File: config.mk
export PLATFORM = sky130hd
export DESIGN_NAME = mme_entry_unit
export DESIGN_NICKNAME = d
export VERILOG_FILES = /design/src/logic/mme_pkg.sv /design/src/logic/mme_entry_unit.sv
export VERILOG_INCLUDE_DIRS = /design/src /design/src/logic
export SDC_FILE = /design/constraint.sdc
export NUM_CORES = 1
export LEC_CHECK = 0
export BUFFER_PORTS_ARGS = -buffer_cell sky130_fd_sc_hd__buf_2
export CORE_AREA = 2 2 239 241
export CTS_BUF_LIST = sky130_fd_sc_hd__clkbuf_2
export DETAILED_ROUTE_END_ITERATION = 6
export DIE_AREA = 0 0 241 243
export HOLD_SLACK_MARGIN = 0.05
export PLACE_DENSITY = 0.84
export SLEW_MARGIN = 30
export SYNTH_ARGS = -nofsm -noshare
export SYNTH_HDL_FRONTEND = slang
export SYNTH_SLANG_ARGS = --single-unit
File: constraint.sdc
create_clock -name aclk -period 11 [get_ports aclk]
set_input_delay 1.65 -clock aclk [delete_from_list [all_inputs] [get_ports aclk]]
set_output_delay 1.65 -clock aclk [all_outputs]
set_load 0.1 [all_outputs]
File: src/logic/mme_defines.svh
// offsets, field positions and entry values of the management mode entry unit
`ifndef MME_DEFINES_SVH
`define MME_DEFINES_SVH
`define MME_OFF_STATUS 8'h00
`define MME_OFF_BASE 8'h04
`define MME_OFF_CW0 8'h08
`define MME_OFF_CW4 8'h0c
`define MME_OFF_FLAGS 8'h10
`define MME_OFF_IP 8'h14
`define MME_OFF_CSSEL 8'h18
`define MME_OFF_CSBASE 8'h1c
`define MME_OFF_DCTRL 8'h20
`define MME_OFF_RBASE 8'h24
`define MME_OFF_RMASK 8'h28
`define MME_OFF_VTAB 8'h2c
`define MME_OFF_RESUME 8'h30
`define MME_BASE_RST 32'h0003_0000
`define MME_CW0_RST 32'h0000_0000
`define MME_IP_ENTRY 32'h0000_8000
`define MME_FLAGS_ENTRY 32'h0000_0002
`define MME_DCTRL_ENTRY 32'h0000_0400
`define MME_LIMIT_4G 32'hffff_ffff
`define MME_LIMIT_RM 32'h0000_ffff
`define MME_ZERO32 32'h0000_0000
`define MME_BIT_PE 0
`define MME_BIT_EM 2
`define MME_BIT_TS 3
`define MME_BIT_PG 31
`define MME_BIT_TF 8
`define MME_BIT_IF 9
`define MME_BIT_PAE 5
`define MME_RESP_OKAY 2'b00
`define MME_RESP_SLVERR 2'b10
`endif

File: src/logic/mme_pkg.sv
// types of the management mode entry unit
package mme_pkg;
  typedef enum logic [1:0] {
    ST_NORMAL,
    ST_SAVE,
    ST_INIT,
    ST_MGMT
  } mme_state_t;
endpackage

File: src/logic/mme_entry_unit.sv
// management mode entry unit: entry sequence, mode addressing rules, axi4-lite registers
//
// Implementation choices: the placing of the registers and the AXI4-Lite interface to the registers.
`include "mme_defines.svh"

module mme_entry_unit
  import mme_pkg::*;
(
  // clock, reset, enable
  input wire logic aclk,
  input wire logic aresetn,
  input wire logic ce,
  // axi4-lite slave
  input wire logic [7:0] awaddr,
  input wire logic awvalid,
  output logic awready,
  input wire logic [31:0] wdata,
  input wire logic [3:0] wstrb,
  input wire logic wvalid,
  output logic wready,
  output logic [1:0] bresp,
  output logic bvalid,
  input wire logic bready,
  input wire logic [7:0] araddr,
  input wire logic arvalid,
  output logic arready,
  output logic [31:0] rdata,
  output logic [1:0] rresp,
  output logic rvalid,
  input wire logic rready,
  // platform pin
  input wire logic mgmt_irq_req_n,
  // core side
  input wire logic ctx_saved,
  input wire logic op_ovr,
  input wire logic adr_ovr,
  input wire logic xfer_valid,
  input wire logic xfer_far,
  input wire logic xfer_op32,
  input wire logic [15:0] xfer_sel,
  input wire logic [31:0] xfer_off,
  input wire logic int_valid,
  input wire logic [7:0] int_vec,
  input wire logic [15:0] int_sel,
  input wire logic [15:0] int_off,
  input wire logic seg_ld_valid,
  input wire logic [2:0] seg_ld_idx,
  input wire logic [15:0] seg_ld_val,
  input wire logic acc_valid,
  input wire logic [2:0] acc_seg,
  input wire logic [31:0] acc_off,
  input wire logic [31:0] mem_addr,
  // mode and state outputs
  output logic in_mode,
  output logic fetch_start,
  output logic [31:0] fetch_addr,
  output logic [31:0] instr_pointer,
  output logic [15:0] cs_sel,
  output logic [31:0] cs_base,
  output logic [31:0] ctrl_word_zero,
  output logic [31:0] ctrl_word_four,
  output logic [31:0] flags_reg,
  output logic [31:0] debug_ctrl_reg,
  output logic eff_op32,
  output logic eff_adr32,
  output logic phys_addr_ext_en,
  output logic [31:0] acc_lin,
  output logic acc_fault,
  output logic [31:0] vec_addr,
  output logic [15:0] push_ip,
  output logic mem_cacheable,
  // blocking and enables
  output logic nmi_block,
  output logic mgmt_irq_block,
  output logic addr_line20_mask_irq_block,
  output logic init_block,
  output logic intr_enable,
  output logic exc_enable,
  output logic soft_int_enable
);
  localparam int NSEG = 5;

  function automatic logic [31:0] merge(input logic [31:0] old, input logic [31:0] d, input logic [3:0] s);
    logic [31:0] r;
    r = old;
    for (int i = 0; i < 4; i++) begin
      if (s[i]) begin
        r[i*8 +: 8] = d[i*8 +: 8];
      end
    end
    return r;
  endfunction

  // real-mode base: selector shifted left four, 20 bits at most
  function automatic logic [31:0] rm_base(input logic [15:0] sel);
    return {12'h000, sel, 4'h0};
  endfunction

  ////////////////////////////////////////////////////////////////////////////
  mme_state_t state;
  logic sy1, sy2, sy3, req_lvl_n;
  logic [31:0] mgmt_base_addr, rng_base, rng_mask;
  logic vt_loaded;
  logic [15:0] seg_sel [NSEG];
  logic [31:0] seg_base [NSEG];
  logic [31:0] seg_limit [NSEG];

  // three-stage pin synchroniser; level changes once stages two and three agree
  always_ff @(posedge aclk) begin
    if (!aresetn) begin
      sy1 <= 1'b1;
      sy2 <= 1'b1;
      sy3 <= 1'b1;
      req_lvl_n <= 1'b1;
    end else if (ce) begin
      sy1 <= mgmt_irq_req_n;
      sy2 <= sy1;
      sy3 <= sy2;
      if (sy2 == sy3) begin
        req_lvl_n <= sy3;
      end
    end
  end

  ////////////////////////////////////////////////////////////////////////////
  logic aw_hold, w_hold;
  logic [7:0] wa;
  logic [31:0] wd;
  logic [3:0] ws;
  wire wr_fire = aw_hold && w_hold && !bvalid;
  wire wr_mode_only = (wa == `MME_OFF_RBASE) || (wa == `MME_OFF_RMASK) || (wa == `MME_OFF_VTAB);
  wire wr_mapped = (wa == `MME_OFF_BASE) || (wa == `MME_OFF_CW0) || (wa == `MME_OFF_CW4) ||
                   (wa == `MME_OFF_FLAGS) || (wa == `MME_OFF_DCTRL) || (wa == `MME_OFF_RESUME) || wr_mode_only;
  // range setup and table load refused outside the mode
  wire wr_ok = wr_mapped && (!wr_mode_only || in_mode);
  wire wr_go = wr_fire && wr_ok;
  wire entering = state == ST_INIT;
  wire [31:0] rd_mux =
    (araddr == `MME_OFF_STATUS) ? {26'h0, state, 2'b00, vt_loaded, in_mode} :
    (araddr == `MME_OFF_BASE) ? mgmt_base_addr :
    (araddr == `MME_OFF_CW0) ? ctrl_word_zero :
    (araddr == `MME_OFF_CW4) ? ctrl_word_four :
    (araddr == `MME_OFF_FLAGS) ? flags_reg :
    (araddr == `MME_OFF_IP) ? instr_pointer :
    (araddr == `MME_OFF_CSSEL) ? {16'h0, cs_sel} :
    (araddr == `MME_OFF_CSBASE) ? cs_base :
    (araddr == `MME_OFF_DCTRL) ? debug_ctrl_reg :
    (araddr == `MME_OFF_RBASE) ? rng_base :
    (araddr == `MME_OFF_RMASK) ? rng_mask : `MME_ZERO32;
  wire rd_mapped = (araddr <= `MME_OFF_RMASK) && (araddr[1:0] == 2'b00);

  always_ff @(posedge aclk) begin
    if (!aresetn) begin
      awready <= 1'b1;
      wready <= 1'b1;
      aw_hold <= 1'b0;
      w_hold <= 1'b0;
      wa <= 8'h00;
      wd <= `MME_ZERO32;
      ws <= 4'h0;
      bvalid <= 1'b0;
      bresp <= `MME_RESP_OKAY;
    end else if (ce) begin
      if (awvalid && awready) begin
        aw_hold <= 1'b1;
        awready <= 1'b0;
        wa <= awaddr;
      end
      if (wvalid && wready) begin
        w_hold <= 1'b1;
        wready <= 1'b0;
        wd <= wdata;
        ws <= wstrb;
      end
      if (wr_fire) begin
        aw_hold <= 1'b0;
        w_hold <= 1'b0;
        bvalid <= 1'b1;
        bresp <= wr_ok ? `MME_RESP_OKAY : `MME_RESP_SLVERR;
      end
      if (bvalid && bready) begin
        bvalid <= 1'b0;
        awready <= 1'b1;
        wready <= 1'b1;
      end
    end
  end

  always_ff @(posedge aclk) begin
    if (!aresetn) begin
      arready <= 1'b1;
      rvalid <= 1'b0;
      rdata <= `MME_ZERO32;
      rresp <= `MME_RESP_OKAY;
    end else if (ce) begin
      if (arvalid && arready) begin
        arready <= 1'b0;
        rvalid <= 1'b1;
        rdata <= rd_mux;
        rresp <= rd_mapped ? `MME_RESP_OKAY : `MME_RESP_SLVERR;
      end else if (rvalid && rready) begin
        rvalid <= 1'b0;
        arready <= 1'b1;
      end
    end
  end

  ////////////////////////////////////////////////////////////////////////////
  // entry sequence; requests are ignored while in the mode
  wire req_seen = !req_lvl_n && state == ST_NORMAL;
  wire resume = wr_go && wa == `MME_OFF_RESUME && state == ST_MGMT;

  always_ff @(posedge aclk) begin
    if (!aresetn) begin
      state <= ST_NORMAL;
      in_mode <= 1'b0;
      fetch_start <= 1'b0;
      fetch_addr <= `MME_ZERO32;
    end else if (ce) begin
      fetch_start <= 1'b0;
      case (state)
        ST_NORMAL: begin
          if (req_seen) begin
            state <= ST_SAVE;
          end
        end
        ST_SAVE: begin
          if (ctx_saved) begin
            state <= ST_INIT;
          end
        end
        ST_INIT: begin
          // fetch is issued on the same edge that loads every entry value
          state <= ST_MGMT;
          in_mode <= 1'b1;
          fetch_start <= 1'b1;
          fetch_addr <= mgmt_base_addr + `MME_IP_ENTRY;
        end
        ST_MGMT: begin
          if (resume) begin
            state <= ST_NORMAL;
            in_mode <= 1'b0;
          end
        end
        default: begin
          state <= ST_NORMAL;
        end
      endcase
    end
  end

  // software registers, entry values take priority over bus writes
  always_ff @(posedge aclk) begin
    if (!aresetn) begin
      mgmt_base_addr <= `MME_BASE_RST;
      ctrl_word_zero <= `MME_CW0_RST;
      ctrl_word_four <= `MME_ZERO32;
      flags_reg <= `MME_FLAGS_ENTRY;
      debug_ctrl_reg <= `MME_DCTRL_ENTRY;
      rng_base <= `MME_ZERO32;
      rng_mask <= `MME_ZERO32;
      vt_loaded <= 1'b0;
    end else if (ce) begin
      if (entering) begin
        ctrl_word_zero[`MME_BIT_PE] <= 1'b0;
        ctrl_word_zero[`MME_BIT_EM] <= 1'b0;
        ctrl_word_zero[`MME_BIT_TS] <= 1'b0;
        ctrl_word_zero[`MME_BIT_PG] <= 1'b0;
        ctrl_word_four <= `MME_ZERO32;
        flags_reg <= `MME_FLAGS_ENTRY;
        debug_ctrl_reg <= `MME_DCTRL_ENTRY;
        vt_loaded <= 1'b0;
      end else if (wr_go) begin
        if (wa == `MME_OFF_BASE) mgmt_base_addr <= merge(mgmt_base_addr, wd, ws);
        if (wa == `MME_OFF_CW0) ctrl_word_zero <= merge(ctrl_word_zero, wd, ws);
        if (wa == `MME_OFF_CW4) ctrl_word_four <= merge(ctrl_word_four, wd, ws);
        if (wa == `MME_OFF_FLAGS) flags_reg <= merge(flags_reg, wd, ws);
        if (wa == `MME_OFF_DCTRL) debug_ctrl_reg <= merge(debug_ctrl_reg, wd, ws);
        if (wa == `MME_OFF_RBASE) rng_base <= merge(rng_base, wd, ws);
        if (wa == `MME_OFF_RMASK) rng_mask <= merge(rng_mask, wd, ws);
        if (wa == `MME_OFF_VTAB) vt_loaded <= 1'b1;
      end
    end
  end

  ////////////////////////////////////////////////////////////////////////////
  wire in_run = state == ST_MGMT;
  wire [31:0] xfer_ip = xfer_op32 ? xfer_off : {16'h0, xfer_off[15:0]};
  wire [31:0] acc_eff = adr_ovr ? acc_off : {16'h0, acc_off[15:0]};
  wire acc_idx_ok = acc_seg < 3'(NSEG);
  wire [2:0] acc_i = acc_idx_ok ? acc_seg : 3'd0;
  wire rng_hit = (rng_mask != `MME_ZERO32) && ((mem_addr & rng_mask) == (rng_base & rng_mask));

  always_ff @(posedge aclk) begin
    if (!aresetn) begin
      instr_pointer <= `MME_ZERO32;
      cs_sel <= 16'h0000;
      cs_base <= `MME_ZERO32;
      vec_addr <= `MME_ZERO32;
      push_ip <= 16'h0000;
    end else if (ce) begin
      if (entering) begin
        instr_pointer <= `MME_IP_ENTRY;
        cs_base <= mgmt_base_addr;
        cs_sel <= mgmt_base_addr[19:4];
      end else if (in_run && int_valid) begin
        vec_addr <= {22'h0, int_vec, 2'b00};
        push_ip <= instr_pointer[15:0];
        instr_pointer <= {16'h0, int_off};
        cs_sel <= int_sel;
        cs_base <= rm_base(int_sel);
      end else if (in_run && xfer_valid) begin
        instr_pointer <= xfer_ip;
        if (xfer_far) begin
          cs_sel <= xfer_sel;
          cs_base <= rm_base(xfer_sel);
        end
      end
    end
  end

  for (genvar g = 0; g < NSEG; g++) begin : g_seg
    always_ff @(posedge aclk) begin
      if (!aresetn) begin
        seg_sel[g] <= 16'h0000;
        seg_base[g] <= `MME_ZERO32;
        seg_limit[g] <= `MME_LIMIT_RM;
      end else if (ce) begin
        if (entering) begin
          seg_sel[g] <= 16'h0000;
          seg_base[g] <= `MME_ZERO32;
          seg_limit[g] <= `MME_LIMIT_4G;
        end else if (in_run && seg_ld_valid && seg_ld_idx == 3'(g)) begin
          seg_sel[g] <= seg_ld_val;
          seg_base[g] <= rm_base(seg_ld_val);
        end
      end
    end
  end

  // mode-dependent outputs and blocking
  always_ff @(posedge aclk) begin
    if (!aresetn) begin
      eff_op32 <= 1'b0;
      eff_adr32 <= 1'b0;
      phys_addr_ext_en <= 1'b0;
      acc_lin <= `MME_ZERO32;
      acc_fault <= 1'b0;
      mem_cacheable <= 1'b0;
      nmi_block <= 1'b0;
      mgmt_irq_block <= 1'b0;
      addr_line20_mask_irq_block <= 1'b0;
      init_block <= 1'b0;
      intr_enable <= 1'b0;
      exc_enable <= 1'b1;
      soft_int_enable <= 1'b1;
    end else if (ce) begin
      eff_op32 <= op_ovr;
      eff_adr32 <= adr_ovr;
      phys_addr_ext_en <= ctrl_word_four[`MME_BIT_PAE] && !in_mode;
      if (acc_valid) begin
        acc_lin <= seg_base[acc_i] + acc_eff;
        acc_fault <= !acc_idx_ok || acc_eff > seg_limit[acc_i];
      end
      mem_cacheable <= !(rng_hit && !in_mode);
      nmi_block <= in_mode || entering;
      mgmt_irq_block <= in_mode || entering;
      addr_line20_mask_irq_block <= in_mode || entering;
      init_block <= in_mode || entering;
      intr_enable <= flags_reg[`MME_BIT_IF] && !entering;
      exc_enable <= !(in_mode || entering) || vt_loaded;
      soft_int_enable <= 1'b1;
    end
  end
endmodule

# Yosys cells after proc, flatten, opt, wreduce, memory -nomap -nowiden
# Memories as Yosys holds them, arrays and structs flattened.
# Index checks and enable logic that the tools add are counted.
[word_totals]
mem_count = 2
ram_bits = 160
wordCells = 357
output_inout_bits = 375
register_bits = 496
[classes]
bitwise = 18
n_addsub = 2
n_reduce_logical = 118
order_cmp = 3
muxes = 117
n_eq_ne = 31
[mem_list]
columns = ["name", "depth", "width", "read_ports", "rd_ports_with_merged_regs", "write_ports", "line_no", "rtl"]
rows = [
  ["seg_base", 5, 16, 1, 0, 5, "mme_entry_unit.sv:105", "logic [31:0] seg_base [NSEG];"],
  ["seg_limit", 5, 16, 1, 0, 5, "mme_entry_unit.sv:106", "logic [31:0] seg_limit [NSEG];"],
]
[op_table]
columns = ["cell", "count"]
rows = [
  ["two-way mux 32 bit", 31],
  ["two-way mux 16 bit", 19],
  ["AND reduction 5 bit", 16],
  ["AND 32 bit", 2],
  ["equality test 8 x 6 -> 1 bit, second input constant", 8],
  ["two-way mux 8 bit", 8],
  ["AND reduction 4 bit", 15],
  ["two-way mux 1 bit", 50],
  ["equality test 8 x 5 -> 1 bit, second input constant", 5],
  ["nonzero test 2 bit", 17],
  ["adder 32 x 16 -> 32 bit, second input constant", 1],
  ["adder 32 bit", 1],
  ["equality test 32 bit", 1],
  ["equality test 8 x 4 -> 1 bit, second input constant", 4],
  ["greater-than comparator 32 bit", 1],
  ["nonzero test 32 bit", 1],
  ["AND reduction 2 bit", 14],
  ["logical AND 1 bit", 25],
  ["equality test 8 x 3 -> 1 bit, second input constant", 2],
  ["bitwise OR 1 bit", 15],
  ["logical OR 1 bit", 12],
  ["two-way mux 2 bit", 6],
  ["AND reduction 3 bit", 4],
  ["less-or-equal comparator 8 x 6 -> 1 bit, second input constant", 1],
  ["other kinds (17)", 30],
]

# Depth between registers and ports, before layout
[logic_depth]
ltp_word = 13
depth_mapped = 14

# Worst setup path after synthesis
# Ideal clock, no wire load.
[synth_path]
kind = "input to register"
start = "input port acc_seg[0]"
end = "register acc_lin[31]"
required_ps = 10867
cell_stages = 14
t_arrival_ps = 5092
setup_slack_ps = 5776
setup_time_ps = 133
path_cell_list = "buf_2 > buf_2 > nor2_1 > buf_2 > mux2i_1 > a21oi_1 > ha_1 > a21o_1 > a21o_1 > a2111oi_0 > a211oi_1 > o2111ai_1 > xor2_1 > a21oi_1"
[synth_between]
elab_chain_cells = 4
[synth_rtl]
columns = ["item", "line_no", "rtl"]
rows = [
  ["start: declaration", "mme_entry_unit.sv:50", "input wire logic [2:0] acc_seg,"],
  ["less-than comparator 3 bit", "mme_entry_unit.sv:290", "wire acc_idx_ok = acc_seg < 3'(NSEG);"],
  ["two-way mux 3 bit (*)", "mme_entry_unit.sv:291", "wire [2:0] acc_i = acc_idx_ok ? acc_seg : 3'd0;"],
  ["memory (5 x 16 bit) (*)", "-", ""],
  ["adder 32 bit (*)", "mme_entry_unit.sv:362", "acc_lin <= seg_base[acc_i] + acc_eff;"],
  ["end signal: assignment", "mme_entry_unit.sv:347", "acc_lin <= `MME_ZERO32;"],
  ["end signal: assignment", "mme_entry_unit.sv:362", ""],
  ["end: declaration", "mme_entry_unit.sv:67", "output logic [31:0] acc_lin,"],
]
# Mark *: on every way between the ends. The rest lies on a longest branch, timed or not.
# A chain may end at the register's enable or synchronous reset.

==> qor.yml <==
crit_required_ns: 9.35
internal_power_w: 0.002829
die_h_um: 243
clockBufferDepth: 3
num_vias: 28518
power_w: 0.004141
crit_buf_inv: 1
die_x_um: 241
cts-root-buf: "clkbuf_2"
dp.cells: 4403
grt_max_degree: 180
peakVddDrop_mv: 0.08955
final_util_pct: 56.27
crit_type: "reg -> out"
core-area_um2: 55950
holdBufCountCts: 0
hold_violations: 0
p_leak_nw: 12.77
drcViolationCount: 0
cts_tree: "done"
finalCritPeriodShare_pct: 40.80
power_density_nw_per_um2: 131.5
syn_area_um2: 26800
final_antenna_net_count: 0
row_count: 87
grt-ovfl-total: 0
endpoint_kind: "output port"
start_kind: "flip-flop"
fin_setup_tns_ns: 0
ys.flop_type: "dfxtp_1"
io_buffers: 591
switching_share_pct: 31.68
die_area_um2: 58560
synth.avg_cell_area_um2: 8.251
grt_setup_unrepaired: "no"
clkLatencyLatePin_ns: 1.41
critical_path.cell_chain: "buf_2"
synth_top_area_share_pct: 35.78
synth.most_common_cell: "nand2_1"
critical_path.top_delay_family: "flip-flops"
synthArstFlopShare_pct: 0
gr-usage-all-layers_pct: 39.62
layout-drive-gt1-share_pct: 24.12
period_needed_ns: 4.488
arrival_ns: 2.84
fmax_mhz: 222.8
cts_setup_buffers: 0
dp_hpwl_um: 87820
synth_edf_count: 81
first_iter_violations: 4250
status: "finished clean"
wire_per_inst_um: 25.72
clock_sink_count: 560
drt_pass1_iterations: 6
cts_made_buffers: 145
antenna_found_initial: 14
start_util_pct: 47.90
max_slew_margin_pct: 35.44
synth-seq-area-share_pct: 44.86
finalNonFillerCells: 4662
cpPeakStageDelay_ns: 0.91
worstPathMaxFanout: 5
synthCells: 3248
p_comb_share_pct: 12.0
seq_power_share_pct: 51.6
slowest_stage: "dfxtp_1"
top_register: "seg_base"
h-tree-depth: 4
routabilityCongestion: 1.031
synth.distinct_cells: 84
ctsResizeCount: 0
vias_per_cell: 6.117
largest_reg_flops: 80
area_growth_pct: 17.46
synthTopCellsByArea: "dfxtp_1, a21oi_1, edfxtp_1"
skew_ns: 0.08553
yosysTopAreaCell: "dfxtp_1"
grt_pass1_wl_um: 170500
ioPinCount: 619
grt_pass1_vias: 26259
nets: 4077
yosys_warnings: 0
path_clk_slew_ns: 0.08
clock_power_share_pct: 36.3
fillers: 5278
ys_seq_elements: 560
worstMarginPinSlew_ns: 0.9661
cap_violations: 0
power_switching_w: 0.001312
drv_slew: 0
routed_wl_um: 119900
synth_common_cells: "nand2_1, a21oi_1, dfxtp_1"
finalSetupViolCount: 0
hold_path.class: "reg -> reg"
## per-layer routing
metal | wire length [um] | vias up | share of wire, % | track usage (%)
met1 | 43330 | 13250 | 36 | 47.60
met4 | 9915 | 8 | 8.3 | 28.10
met3 | 14950 | 546 | 12 | 13.67
met5 | 53 | - | 0.044 | 0
li1 | - | 12597 | - | -
met2 | 51640 | 2117 | 43 | 58.90
## worst paths after layout
kind                                startpoint          end  slack, ns  cells after the start
worst max-delay path                cs_sel[14]  cs_base[18]       6.51                      1
worst max register to register  seg_base[2][0]  acc_lin[28]       7.24                     12
worst min register to register      push_ip[6]   push_ip[6]       0.45                      2
worst min-delay path                push_ip[6]   push_ip[6]       0.45                      2
## logic make-up (layout without fill, tap and decap cells)
group | count (synthesis) | after routing | share of synthesized area, %
adder cells (fa/ha/maj) | 38 | 38 | 1.802
AND/OR/NAND/NOR | 1128 | 1128 | 18.85
buffers and inverters | 287 | 911 | 4.785
XOR/XNOR | 66 | 66 | 2.157
AO/OA/AOI/OAI | 1044 | 1044 | 22.23
flip-flops | 560 | 560 | 44.86
other | 2 | 36 | 0.02802
multiplexers | 123 | 123 | 5.299
## final cells by class
| class | count | area (um^2) | share of cell area, % |
|---|---|---|---|
| clock inverters | 46 | 311.5 | 0.9896 |
| repair buffers | 640 | 3342 | 10.62 |
| diodes | 9 | 22.52 | 0.07154 |
| multi-input cells | 2426 | 13730 | 43.62 |
| well taps | 756 | 945.9 | 3.005 |
| flip-flops and latches | 560 | 12020 | 38.19 |
| inverters | 22 | 90.09 | 0.2862 |
| clock buffers | 203 | 1016 | 3.227 |
## per-stage QoR
stage	setup slack, ns	cell area [um^2]	hold slack [ns]
finish	6.512	31480	0.4548
global route	6.403	31470	0.4020
CTS	6.399	31440	0.3802
detailed placement	5.463	30110	0.4368
global placement	5.383	30090	0.4303
floorplan	5.776	26890	0.4396
## layout by cell type, fill, tap and decap left out, drive strengths merged, types with 10 or more instances in the layout
cell / n
a211oi: 40
a21o: 14
a21oi: 494
a22o: 16
a22oi: 52
and2: 98
and3: 13
buf: 640
clkbuf: 203
clkinv: 34
conb: 27
dfxtp: 479
edfxtp: 81
ha: 37
inv: 26
mux2i: 107
mux4: 15
nand2: 522
nand2b: 11
nand3: 58
nand4: 20
nor2: 290
nor2b: 38
nor3: 38
nor4: 19
o211ai: 10
o21ai: 302
o22ai: 31
xnor2: 20
xor2: 46
## power groups by stage
| stage | registers (W) | logic [W] | clock network, W |
|---|---|---|---|
| 3_5_place_dp | 0.00218 | 0.000487 | 0 |
| 2_1_floorplan | 0.00225 | 0.000263 | 0 |
| 3_3_place_gp | 0.00218 | 0.000484 | 0 |
| 5_1_grt | 0.00214 | 0.000525 | 0.00162 |
| 4_1_cts | 0.00213 | 0.000489 | 0.00151 |
| 6_report | 0.00214 | 0.000498 | 0.00150 |
No activity file was read; power rests on OpenSTA's default activity.
